### src/rtl/smw_pkg.sv
package smw_pkg;

	// ***************************************************
	// Register map
	// ***************************************************
	localparam logic [7:0] WATCHDOG_CONTROL_ADDR = 8'h00;
	localparam int         MODE_MSB              = 7;
	localparam int         MODE_LSB              = 5;
	localparam int         PERIOD_MSB            = 3;
	localparam int         PERIOD_LSB            = 0;

	// ***************************************************
	// Mode and period codes
	// ***************************************************
	localparam logic [2:0] MODE_AUTONOMOUS = 3'h1;
	localparam logic [2:0] MODE_TIMEOUT    = 3'h2;
	localparam logic [2:0] MODE_WINDOW     = 3'h4;

	localparam logic [3:0] PER_8     = 4'h8;
	localparam logic [3:0] PER_16    = 4'h1;
	localparam logic [3:0] PER_32    = 4'h2;
	localparam logic [3:0] PER_64    = 4'hb;
	localparam logic [3:0] PER_128   = 4'h4;
	localparam logic [3:0] PER_256   = 4'hd;
	localparam logic [3:0] PER_1024  = 4'he;
	localparam logic [3:0] PER_4096  = 4'h7;

	// ***************************************************
	// Status and reset cause codes
	// ***************************************************
	localparam logic [1:0] PHASE_OFF    = 2'h0;
	localparam logic [1:0] PHASE_FIRST  = 2'h1;
	localparam logic [1:0] PHASE_SECOND = 2'h2;

	localparam logic [4:0] CAUSE_NONE    = 5'h00;
	localparam logic [4:0] CAUSE_EARLY   = 5'h0e;
	localparam logic [4:0] CAUSE_OVERFLOW = 5'h0f;
	localparam logic [4:0] CAUSE_ILLEGAL = 5'h10;

	// ***************************************************
	// Chip operating modes seen by the watchdog
	// ***************************************************
	typedef enum logic [2:0] {
		SMW_CHIP_OTHER,
		SMW_CHIP_NORMAL,
		SMW_CHIP_STANDBY,
		SMW_CHIP_SLEEP
	} smw_chip_mode_t;

	typedef enum logic [1:0] {
		SMW_EFF_OFF,
		SMW_EFF_TIMEOUT,
		SMW_EFF_WINDOW
	} smw_eff_t;

	// ***************************************************
	// Timing
	// ***************************************************
	localparam int TICK_PERIOD_US = 1;
	localparam int CLK_MHZ        = 250;
	localparam int TICK_CYCLES    = TICK_PERIOD_US * CLK_MHZ;
	localparam int TICKS_PER_MS   = 1000 / TICK_PERIOD_US;

endpackage

### src/rtl/smw_period_decode.sv
`timescale 1ns/1ps
`default_nettype none

module smw_period_decode (
	// Code
	input  wire logic [3:0]  period_code_in,
	// Decoded
	output logic      [22:0] period_ticks_out,
	output logic             period_legal_out
);

	// ***************************************************
	// Period lookup in oscillator ticks
	// ***************************************************
	always_comb begin
		period_legal_out = 1'b1;
		unique case (period_code_in)
			smw_pkg::PER_8:    period_ticks_out = 23'(8 * smw_pkg::TICKS_PER_MS);
			smw_pkg::PER_16:   period_ticks_out = 23'(16 * smw_pkg::TICKS_PER_MS);
			smw_pkg::PER_32:   period_ticks_out = 23'(32 * smw_pkg::TICKS_PER_MS);
			smw_pkg::PER_64:   period_ticks_out = 23'(64 * smw_pkg::TICKS_PER_MS);
			smw_pkg::PER_128:  period_ticks_out = 23'(128 * smw_pkg::TICKS_PER_MS);
			smw_pkg::PER_256:  period_ticks_out = 23'(256 * smw_pkg::TICKS_PER_MS);
			smw_pkg::PER_1024: period_ticks_out = 23'(1024 * smw_pkg::TICKS_PER_MS);
			smw_pkg::PER_4096: period_ticks_out = 23'(4096 * smw_pkg::TICKS_PER_MS);
			default: begin
				period_ticks_out = 23'(128 * smw_pkg::TICKS_PER_MS);
				period_legal_out = 1'b0;
			end
		endcase
	end

endmodule

`default_nettype wire

### src/rtl/smw_watchdog.sv
`timescale 1ns/1ps
`default_nettype none

// What this block does
// - Mode code 001/010/100 selects Autonomous/Timeout/Window
// - Window only in Normal; closed-window trigger fails
// - Timeout runs continuously, trigger restarts timer
// - Mode and period change only in Standby
// - Programmed Window acts as Timeout until Normal
// - Mode change in Normal: reset, cause 10000
// - Period codes decode to 8..4096 ms
// - Period shared by modes, default 128 ms
// - Every valid control write is a trigger
// - New mode or period applies at once
// - Illegal code discards access, flags SPI failure
// - Legal codes differ in two bits or more
// - Mode resets to Timeout, Autonomous if development
// - Autonomous in Normal: Timeout, off if development
// - Standby/Sleep act Timeout; Autonomous mostly off
// - Off in forced normal and other modes
// - Enables come from non-volatile configuration
// - Phase status: off, first half, second half
// - Causes 01110 early trigger, 01111 overflow
module smw_watchdog #(
	parameter int TICK_CYCLES = smw_pkg::TICK_CYCLES
) (
	// Clock and reset
	input  wire logic        clk_in,
	input  wire logic        reset_n_in,
	input  wire logic        clk_en_in,
	// Register access from SPI
	input  wire logic        reg_wr_in,
	input  wire logic        reg_rd_in,
	input  wire logic [7:0]  reg_addr_in,
	input  wire logic [7:0]  reg_wdata_in,
	output logic      [7:0]  reg_rdata_out,
	output logic             reg_wr_discard_out,
	// Chip context
	input  wire logic [2:0]  chip_mode_in,
	input  wire logic        forced_normal_enable_in,
	input  wire logic        sw_dev_enable_in,
	input  wire logic        host_irq_line_n_in,
	input  wire logic        spi_fail_irq_enable_in,
	// Results
	output logic             spi_fail_irq_out,
	output logic             wd_fail_out,
	output logic             chip_reset_req_out,
	output logic      [4:0]  reset_cause_code_out,
	output logic      [1:0]  wd_phase_status_out,
	output logic             forced_normal_state_out,
	output logic             sw_dev_state_out
);

	// ***************************************************
	// State
	// ***************************************************
	logic [2:0]  wd_mode_sel;
	logic [3:0]  wd_period_sel;
	logic [22:0] timer;
	logic [15:0] prescale;
	logic        cfg_loaded;
	logic [4:0]  cause;
	logic        fail_pulse;
	logic        rst_pulse;
	logic        spif_pulse;
	logic        discard_pulse;

	logic [2:0]  next_wd_mode_sel;
	logic [3:0]  next_wd_period_sel;
	logic [22:0] next_timer;
	logic [15:0] next_prescale;
	logic        next_cfg_loaded;
	logic [4:0]  next_cause;
	logic        next_fail_pulse;
	logic        next_rst_pulse;
	logic        next_spif_pulse;
	logic        next_discard_pulse;

	smw_pkg::smw_chip_mode_t chip_mode;
	smw_pkg::smw_eff_t       eff;

	logic [22:0] period_ticks;
	logic [22:0] wr_ticks;
	logic        cur_legal;
	logic        wr_period_legal;
	logic        wr_mode_legal;
	logic        ctl_wr;
	logic        tick;

	assign chip_mode = smw_pkg::smw_chip_mode_t'(chip_mode_in);
	assign ctl_wr    = reg_wr_in && (reg_addr_in == smw_pkg::WATCHDOG_CONTROL_ADDR);
	assign tick      = (prescale == 16'(TICK_CYCLES - 1));

	// ***************************************************
	// Period decoding
	// ***************************************************
	smw_period_decode u_cur_period (
		.period_code_in   (wd_period_sel),
		.period_ticks_out (period_ticks),
		.period_legal_out (cur_legal)
	);

	smw_period_decode u_wr_period (
		.period_code_in   (reg_wdata_in[smw_pkg::PERIOD_MSB:smw_pkg::PERIOD_LSB]),
		.period_ticks_out (wr_ticks),
		.period_legal_out (wr_period_legal)
	);

	// One-hot mode codes keep two-bit distance between legal values
	always_comb begin
		wr_mode_legal = 1'b0;
		unique case (reg_wdata_in[smw_pkg::MODE_MSB:smw_pkg::MODE_LSB])
			smw_pkg::MODE_AUTONOMOUS,
			smw_pkg::MODE_TIMEOUT,
			smw_pkg::MODE_WINDOW: wr_mode_legal = 1'b1;
			default:              wr_mode_legal = 1'b0;
		endcase
	end

	// ***************************************************
	// Effective watchdog behaviour
	// ***************************************************
	always_comb begin
		eff = smw_pkg::SMW_EFF_OFF;
		if (!forced_normal_enable_in) begin
			unique case (chip_mode)
				smw_pkg::SMW_CHIP_NORMAL: begin
					if (wd_mode_sel == smw_pkg::MODE_WINDOW)
						eff = smw_pkg::SMW_EFF_WINDOW;
					else if (wd_mode_sel == smw_pkg::MODE_TIMEOUT)
						eff = smw_pkg::SMW_EFF_TIMEOUT;
					else if (!sw_dev_enable_in)
						eff = smw_pkg::SMW_EFF_TIMEOUT;
				end
				smw_pkg::SMW_CHIP_STANDBY,
				smw_pkg::SMW_CHIP_SLEEP: begin
					if (wd_mode_sel != smw_pkg::MODE_AUTONOMOUS)
						eff = smw_pkg::SMW_EFF_TIMEOUT;
					else if (chip_mode == smw_pkg::SMW_CHIP_STANDBY && !host_irq_line_n_in && !sw_dev_enable_in)
						eff = smw_pkg::SMW_EFF_TIMEOUT;
				end
				default: eff = smw_pkg::SMW_EFF_OFF;
			endcase
		end
	end

	// ***************************************************
	// Next-state logic
	// ***************************************************
	always_comb begin
		logic write_ok;
		logic mode_change;
		write_ok            = 1'b0;
		mode_change         = 1'b0;
		next_wd_mode_sel    = wd_mode_sel;
		next_wd_period_sel  = wd_period_sel;
		next_timer          = timer;
		next_prescale       = tick ? 16'h0000 : prescale + 16'h0001;
		next_cfg_loaded     = 1'b1;
		next_cause          = cause;
		next_fail_pulse     = 1'b0;
		next_rst_pulse      = 1'b0;
		next_spif_pulse     = 1'b0;
		next_discard_pulse  = 1'b0;

		// Development strap is sampled after release, not under reset
		if (!cfg_loaded)
			next_wd_mode_sel = sw_dev_enable_in ? smw_pkg::MODE_AUTONOMOUS : smw_pkg::MODE_TIMEOUT;

		if (tick && eff != smw_pkg::SMW_EFF_OFF)
			next_timer = timer + 23'h000001;
		if (eff == smw_pkg::SMW_EFF_OFF)
			next_timer = 23'h000000;

		if (tick && eff != smw_pkg::SMW_EFF_OFF && timer + 23'h000001 >= period_ticks) begin
			next_timer      = 23'h000000;
			next_fail_pulse = 1'b1;
			next_rst_pulse  = 1'b1;
			next_cause      = smw_pkg::CAUSE_OVERFLOW;
		end

		if (ctl_wr && cfg_loaded) begin
			mode_change = reg_wdata_in[smw_pkg::MODE_MSB:smw_pkg::MODE_LSB] != wd_mode_sel;
			if (!wr_mode_legal || !wr_period_legal) begin
				next_discard_pulse = 1'b1;
				next_spif_pulse    = spi_fail_irq_enable_in;
			end else if (chip_mode == smw_pkg::SMW_CHIP_NORMAL && mode_change) begin
				next_rst_pulse = 1'b1;
				next_cause     = smw_pkg::CAUSE_ILLEGAL;
				next_timer     = 23'h000000;
			end else begin
				write_ok = 1'b1;
			end
		end

		if (write_ok) begin
			if (chip_mode == smw_pkg::SMW_CHIP_STANDBY) begin
				next_wd_mode_sel   = reg_wdata_in[smw_pkg::MODE_MSB:smw_pkg::MODE_LSB];
				next_wd_period_sel = reg_wdata_in[smw_pkg::PERIOD_MSB:smw_pkg::PERIOD_LSB];
			end
			if (eff == smw_pkg::SMW_EFF_WINDOW && (timer << 1) < period_ticks) begin
				next_fail_pulse = 1'b1;
				next_rst_pulse  = 1'b1;
				next_cause      = smw_pkg::CAUSE_EARLY;
			end
			next_timer = 23'h000000;
		end
	end

	// ***************************************************
	// Registers
	// ***************************************************
	always_ff @(posedge clk_in or negedge reset_n_in) begin
		if (!reset_n_in) begin
			wd_mode_sel   <= smw_pkg::MODE_TIMEOUT;
			wd_period_sel <= smw_pkg::PER_128;
			timer         <= 23'h000000;
			prescale      <= 16'h0000;
			cfg_loaded    <= 1'b0;
			cause         <= smw_pkg::CAUSE_NONE;
			fail_pulse    <= 1'b0;
			rst_pulse     <= 1'b0;
			spif_pulse    <= 1'b0;
			discard_pulse <= 1'b0;
		end else if (clk_en_in) begin
			wd_mode_sel   <= next_wd_mode_sel;
			wd_period_sel <= next_wd_period_sel;
			timer         <= next_timer;
			prescale      <= next_prescale;
			cfg_loaded    <= next_cfg_loaded;
			cause         <= next_cause;
			fail_pulse    <= next_fail_pulse;
			rst_pulse     <= next_rst_pulse;
			spif_pulse    <= next_spif_pulse;
			discard_pulse <= next_discard_pulse;
		end
	end

	// ***************************************************
	// Outputs
	// ***************************************************
	always_comb begin
		reg_rdata_out = 8'h00;
		if (reg_rd_in && reg_addr_in == smw_pkg::WATCHDOG_CONTROL_ADDR)
			reg_rdata_out = {wd_mode_sel, 1'b0, wd_period_sel};
	end

	always_comb begin
		if (eff == smw_pkg::SMW_EFF_OFF)
			wd_phase_status_out = smw_pkg::PHASE_OFF;
		else if ((timer << 1) < period_ticks)
			wd_phase_status_out = smw_pkg::PHASE_FIRST;
		else
			wd_phase_status_out = smw_pkg::PHASE_SECOND;
	end

	assign reg_wr_discard_out      = discard_pulse;
	assign spi_fail_irq_out        = spif_pulse;
	assign wd_fail_out             = fail_pulse;
	assign chip_reset_req_out      = rst_pulse;
	assign reset_cause_code_out    = cause;
	assign forced_normal_state_out = forced_normal_enable_in && chip_mode == smw_pkg::SMW_CHIP_OTHER;
	assign sw_dev_state_out        = sw_dev_enable_in;

endmodule

`default_nettype wire

### config.mk
export PLATFORM = sky130hd
export DESIGN_NAME = smw_watchdog
export DESIGN_NICKNAME = d
export VERILOG_FILES = /design/src/rtl/smw_pkg.sv /design/src/rtl/smw_period_decode.sv /design/src/rtl/smw_watchdog.sv
export SDC_FILE = /design/constraint.sdc
export NUM_CORES = 1
export LEC_CHECK = 0
export ABC_CLOCK_PERIOD_IN_PS = 4800
export BUFFER_PORTS_ARGS = -buffer_cell sky130_fd_sc_hd__buf_4
export CORE_MARGIN = 3
export CORE_UTILIZATION = 55
export DETAILED_ROUTE_END_ITERATION = 10
export PLACE_DENSITY = 0.72
export SLEW_MARGIN = 10
export SYNTH_ARGS = -nofsm -noshare
export SYNTH_HDL_FRONTEND = slang
export SYNTH_SLANG_ARGS = --single-unit
### constraint.sdc
create_clock -name clk_in -period 4.8 [get_ports clk_in]
set_input_delay 0.96 -clock clk_in [delete_from_list [all_inputs] [get_ports clk_in]]
set_output_delay 0.96 -clock clk_in [all_outputs]
set_load 0.1 [all_outputs]
# ---- Yosys cells after proc, flatten, opt, wreduce, memory -nomap -nowiden
# Cells that the tools add are included.
# W data, S select, Z words.
dict set report word_totals {
  ff_bits 56
  out_inout_bits 21
}
dict set report op_classes {
  add_sub_neg 2
  order_cmp 2
  n_eq_ne 27
  mux 46
  n_reduce_logical 23
}
# op count
set op_table {}
lappend op_table {{$mux W23} 7}
lappend op_table {{$pmux W22 S7} 1}
lappend op_table {{$eq A4 B4 Y1 const B} 8}
lappend op_table {{$mux W5} 6}
lappend op_table {{$add A23 B1 Y23 const B} 1}
lappend op_table {{$ge A23 B23 Y1} 1}
lappend op_table {{$lt A23 B23 Y1} 1}
lappend op_table {{$mux W1} 21}
lappend op_table {{$add A16 B1 Y16 const B} 1}
lappend op_table {{$eq A16 B8 Y1 const B} 1}
lappend op_table {{$mux W16} 1}
lappend op_table {{$eq A3 B2 Y1 const B} 4}
lappend op_table {{$eq A4 B3 Y1 const B} 3}
lappend op_table {{$logic_and A1 B1 Y1} 10}
lappend op_table {{$mux W2} 5}
lappend op_table {{$mux W3} 3}
lappend op_table {{$eq A4 B1 Y1 const B} 2}
lappend op_table {{$eq A4 B2 Y1 const B} 2}
lappend op_table {{$logic_not A8 Y1} 1}
lappend op_table {{$mux W8} 1}
lappend op_table {{$reduce_or A8 Y1} 1}
lappend op_table {{$eq A3 B1 Y1 const B} 2}
lappend op_table {{$eq A3 B3 Y1 const B} 2}
lappend op_table {{$logic_not A1 Y1} 4}
lappend op_table {{11 further kinds} 11}

# ---- Depth between registers and ports, before layout
dict set report depth {
  word_depth 16
  ltp_mapped 16
}

# ---- By module
# From an unflattened synthesis, not the netlist that was laid out.
dict set report hier_totals {
  hier_cells 599
  hier_area_um2 5002.3
}
# mod n_inst cells_per_inst area_each_um2 seq_area_each_um2
set modules_own_cells {}
lappend modules_own_cells {smw_watchdog 1 507 4344.2 1403.8}
lappend modules_own_cells {smw_period_decode 2 46 329.1 0.0}

# ---- Worst setup path after synthesis
# OpenSTA, ideal clock, no wires.
dict set report synth_timing {
  kind {flip-flop to output port}
  start {register wd_period_sel[3]}
  end {output wd_phase_status_out[0]}
  arrival_time_ns 3.636
  setup_slack_ns 0.204
  path_stages_with_launch 10
  path_buffers 1
  path_cell_list {dfrtp_1 > clkbuf_1 > or4b_2 > ha_1 > or3_1 > o221ai_1 > a211oi_1 > o211ai_1 > nand2_1 > nor2_1}
}
dict set report synth_between {
  elab_chain_cells 5
}
# item line_no
set synth_lines {}
lappend synth_lines {{from (decl)} smw_watchdog.sv:58} ;# logic [3:0] wd_period_sel;
lappend synth_lines {{from (signal assigned)} smw_watchdog.sv:216} ;# wd_period_sel <= smw_pkg::PER_128;
lappend synth_lines {{from (signal assigned)} smw_watchdog.sv:227} ;# wd_period_sel <= next_wd_period_sel;
lappend synth_lines {{$eq A4 B3 Y1 (tied with other cells)} --}
lappend synth_lines {{$pmux W22 S7 *} smw_period_decode.sv:17} ;# unique case (period_code_in)
lappend synth_lines {{$lt A23 B23 Y1 *} smw_watchdog.sv:251} ;# else if ((timer << 1) < period_ticks)
lappend synth_lines {{$mux W2 *} smw_watchdog.sv:251}
lappend synth_lines {{$mux W2 *} smw_watchdog.sv:249} ;# if (eff == smw_pkg::SMW_EFF_OFF)
lappend synth_lines {{to (decl)} smw_watchdog.sv:49} ;# output logic [1:0] wd_phase_status_out,
# Mark *: on every way between the ends. The rest lies on a longest branch, timed or not.

# ---- Worst setup path in the final report
dict set report layout_timing {
  start {register timer[0]}
  end {register cause[4], in the netlist reset_cause_code_out[4]}
}
dict set report layout_between {
  elab_chain_cells 9
}
# item line_no
set layout_lines {}
lappend layout_lines {{from (decl)} smw_watchdog.sv:59} ;# logic [22:0] timer;
lappend layout_lines {{from (signal assigned)} smw_watchdog.sv:228} ;# timer <= next_timer;
lappend layout_lines {{$add A23 B1 Y23} smw_watchdog.sv:175} ;# if (tick && eff != smw_pkg::SMW_EFF_OFF && timer + 23'h000001 >= period_ticks) begin
lappend layout_lines {{$ge A23 B23 Y1} smw_watchdog.sv:175}
lappend layout_lines {{$logic_and A1 B1 Y1} smw_watchdog.sv:175}
lappend layout_lines {{$mux W5} smw_watchdog.sv:175}
lappend layout_lines {{$mux W5} smw_watchdog.sv:187} ;# end else if (chip_mode == smw_pkg::SMW_CHIP_NORMAL && mode_change) begin
lappend layout_lines {{$mux W5} smw_watchdog.sv:184} ;# if (!wr_mode_legal || !wr_period_legal) begin
lappend layout_lines {{$mux W5} smw_watchdog.sv:182} ;# if (ctl_wr && cfg_loaded) begin
lappend layout_lines {{$mux W5} smw_watchdog.sv:201} ;# if (eff == smw_pkg::SMW_EFF_WINDOW && (timer << 1) < period_ticks) begin
lappend layout_lines {{$mux W5 *} smw_watchdog.sv:196} ;# if (write_ok) begin
lappend layout_lines {{to (signal assigned)} smw_watchdog.sv:220} ;# cause <= smw_pkg::CAUSE_NONE;
lappend layout_lines {{to (signal assigned)} smw_watchdog.sv:231} ;# cause <= next_cause;
lappend layout_lines {{to (decl)} smw_watchdog.sv:62} ;# logic [4:0] cause;
# Marks and branches as above.
# A chain may end at the register's enable or synchronous reset.

==> summary.md <==
| Metric | Value |
|---|---|
| Cts repair resizes | 0 |
| Via density per instance | 6.055 |
| Worst-Skew Late Latency | 320 ps |
| FFs w/ async S/R, synth | 1.000 |
| Hold depth | 1 |
| Mapped Area | 4350 sq um |
| Via count | 3,978 |
| Vias in the first global route | 3,752 |
| Worst Setup Start Kind | flip-flop |
| Total CTS buffers | 5 |
| Congestion Overflow GR | 0 |
| Slowest cell on the critical path | or4_1 |
| HPWL after DPL | 8.114 mm |
| Multi-input gate area | 2758 sq um |
| CP Data Required Time | 5020 ps |
| Initial antenna violation count | 0 |
| Routability-driven placement congestion ratio | 0.8992 |
| Critical path's most frequent cell | nand3_1 |
| Total routed wirelength | 10.85 mm |
| Layout cells sized above 1 | 0.1577 |
| Sink Count | 56 |
| CP Capture Type | flip-flop |
| Ys flop type | dfrtp_1 |
| GR Util All Layers | 0.2563 |
| CP Class | flip-flop to flip-flop |
| YS warnings | 0 |
| Reg2Reg Depth | 15 |
| Filler cell count | 658 |
| Reg-to-reg startpoint | timer[0] |
| Setup Skew | 13.60 ps |
| Clock transition at path regs | 110 ps |
| Worst VDD drop | 0.0001336 V |
| Die area | 9013 sq um |
| Fmax | 221.3 MHz |
| Antenna Cells | 0 |
| Die H | 94.94 um |
| Port bufs | 46 |
| Worst setup margin | 282.3 ps |
| Area contributors post-synth | dfrtp_1 (31%), ha_1 (10%), nand2_1 (5.2%) |
| Largest net degree at the start of global routing | 57 |
| Min Tclk post-route | 4518 ps |
| Worst slack at placement | 330.8 ps |
| WHS | 467.2 ps |
| DR iter-0 viols | 212 |
| Num rows | 31 |
| Average size of a mapped cell | 8.447 sq um |
| Most frequent cells in the layout | nand2_1 (60), buf_4 (55), dfrtp_1 (53) |
| Sequential fraction of the synthesis area | 0.3227 |
| Root buffer cell | clkbuf_8 |
| Netlist cell types | 61 |
| H-Tree Depth | 2 |
| Hold EP | prescale[15] |
| Post-route antenna net violation count | 0 |
| Setup TNS | 0 ps |
| Post-synth top area cell | dfrtp_1 |
| Commonest non-fill, non-tap cell in the layout | nand2_1 |
| Slew @ Worst Pin | 840.6 ps |
| Clock buffer depth | 2 |
| Slew margin rel. | 0.4395 |
| Post-Syn Nets | 578 |
| First-pass GRT wire length | 18.24 mm |
| Die width | 94.94 um |
| Critical path cell sequence | ha_1 > nand3_1 > nor2_1 > nand3_1 > nor2_1 > nand3_1 > xnor2_1 > ha_1 > nand2_1 > or4_1 > a311oi_1 > or4b_1 > a21oi_1 > or4_1 > and3_1 |
| Routed wire per std cell | 16.52 um |
| Total of max-cap violations | 0 |
| CORE AREA | 7447 sq um |
| FF+latch count, synth | 56 |
| Area Growth Syn to Fin | 12.45% |
| Leak pwr | 2.207 nW |
| Hold_buf cts | 0 |
| Max incr delay on CP | 600 ps |
| Crit-path max FO | 7 |
| Status | complete, no violations |
| Min-delay src | prescale[15] |
| First drt pass iteration count | 6 |
| Placed cells | 649 |
| Reg2Reg Capture Point | reset_cause_code_out[4] |
| CTS tree | built |
| Synth top area share | 0.3106 |
| Final non-filler cell total | 657 |
| # DRC | 0 |
| Ports | 49 |
| Hold Crit Class | flip-flop to flip-flop |
| Setup violations, final | 0 |
| CP arrival | 4730 ps |
| Max Transition Viols Final | 0 |
| Initial Utilization | 0.5842 |
| Post-CTS setup buffer count | 0 |
| R2R Setup Slk | 280 ps |
| Final hold viol count | 0 |
| Post-Syn Instances | 515 |
| Number of synthesized flops with an enable pin | 0 |
| RSZ-0062 raised after global routing | no |
| Pwr per Cell Area | 192.0 nW/um^2 |
| Register Area | 1405 sq um |
| Crit share post-route | 0.9412 |
| # nets final | 620 |
| Final core utilization | 0.6569 |
-- worst max-delay path by stage --
stage / from / cells past startpoint / endpoint / slack, ps
4_1_cts: timer[0] / 15 / reset_cause_code_out[4] / 270
6_report: timer[0] / 15 / reset_cause_code_out[4] / 280
3_5_place_dp: timer[0] / 15 / reset_cause_code_out[4] / 330
2_1_floorplan: wd_period_sel[3] / 9 / wd_phase_status_out[0] / 200
3_3_place_gp: timer[0] / 15 / reset_cause_code_out[4] / 420
5_1_grt: wd_period_sel[1] / 12 / wd_phase_status_out[0] / 4
-- synthesized netlist by cell type (all sizes together), types with 13 or more instances --
| cell type | number |
|---|---|
| xnor2 | 25 |
| nand3 | 26 |
| nand4 | 15 |
| inv | 26 |
| o21ai | 26 |
| dfrtp | 54 |
| xor2 | 14 |
| nand2 | 62 |
| ha | 35 |
| clkbuf | 13 |
| nor2 | 39 |
| a21oi | 25 |
-- critical path, delay by kind of cell (launching register included) --
family / cells / cell delay [ps]
simple gates: 10 / 2660
xor+xnor: 1 / 170
fa+ha+maj: 2 / 650
compound gates: 2 / 450
flops: 1 / 460
-- registers in the layout, indices dropped and copies added (netlist names) --
signal and count:
cfg_loaded 1, wd_mode_sel 3, timer 23, chip_reset_req_out 1, spi_fail_irq_out 1, prescale 16, wd_period_sel 4, wd_fail_out 1
reset_cause_code_out 5, reg_wr_discard_out 1
-- per-stage QoR --
stage | power (W) | instance area (sq um)
floorplan | 0.0006191 | 4350
global placement | 0.0006659 | 4796
detailed placement | 0.0006726 | 4796
CTS | 0.0009502 | 4891
global route | 0.0009885 | 4892
finish | 0.0009393 | 4892
-- logic make-up (layout without fill, tap and decap cells) --
logic type	count (synthesis)	count (layout)	synth area share
multiplexers	9	9	0.02214
adder cells (fa/ha/maj)	35	35	0.1007
buffers and inverters	46	89	0.04343
AO/OA/AOI/OAI	103	103	0.1556
XOR/XNOR	39	39	0.07852
other	1	1	0.0008620
flip-flops	56	56	0.3227
AND/OR/NAND/NOR	226	226	0.2761
-- final cells by class --
cell class | count | area share
Multi-Input combinational cell | 413 | 0.5637
Sequential cell | 56 | 0.2872
Timing Repair Buffer | 55 | 0.08440
Tap cell | 99 | 0.02532
Inverter | 26 | 0.01995
Clock buffer | 5 | 0.01407
Clock inverter | 3 | 0.005371
-- where the power goes --
part	total (W)	internal, W	switching [W]
combinational	0.000135	0.0000552	0.0000802
sequential	0.000528	0.000496	0.0000315
clock	0.000276	0.000107	0.000170
total	0.000939	0.000658	0.000282
-- routing by layer --
layer | vias to the layer above | part of all wire | GRT usage
met2 | 110 | 0.48 | 0.4222
met4 | 0 | 0.018 | 0.06490
met3 | 13 | 0.047 | 0.03108
met5 | - | 0 | 0
li1 | 1940 | - | -
met1 | 1915 | 0.46 | 0.3577
Power figures use the tool's default switching activity.
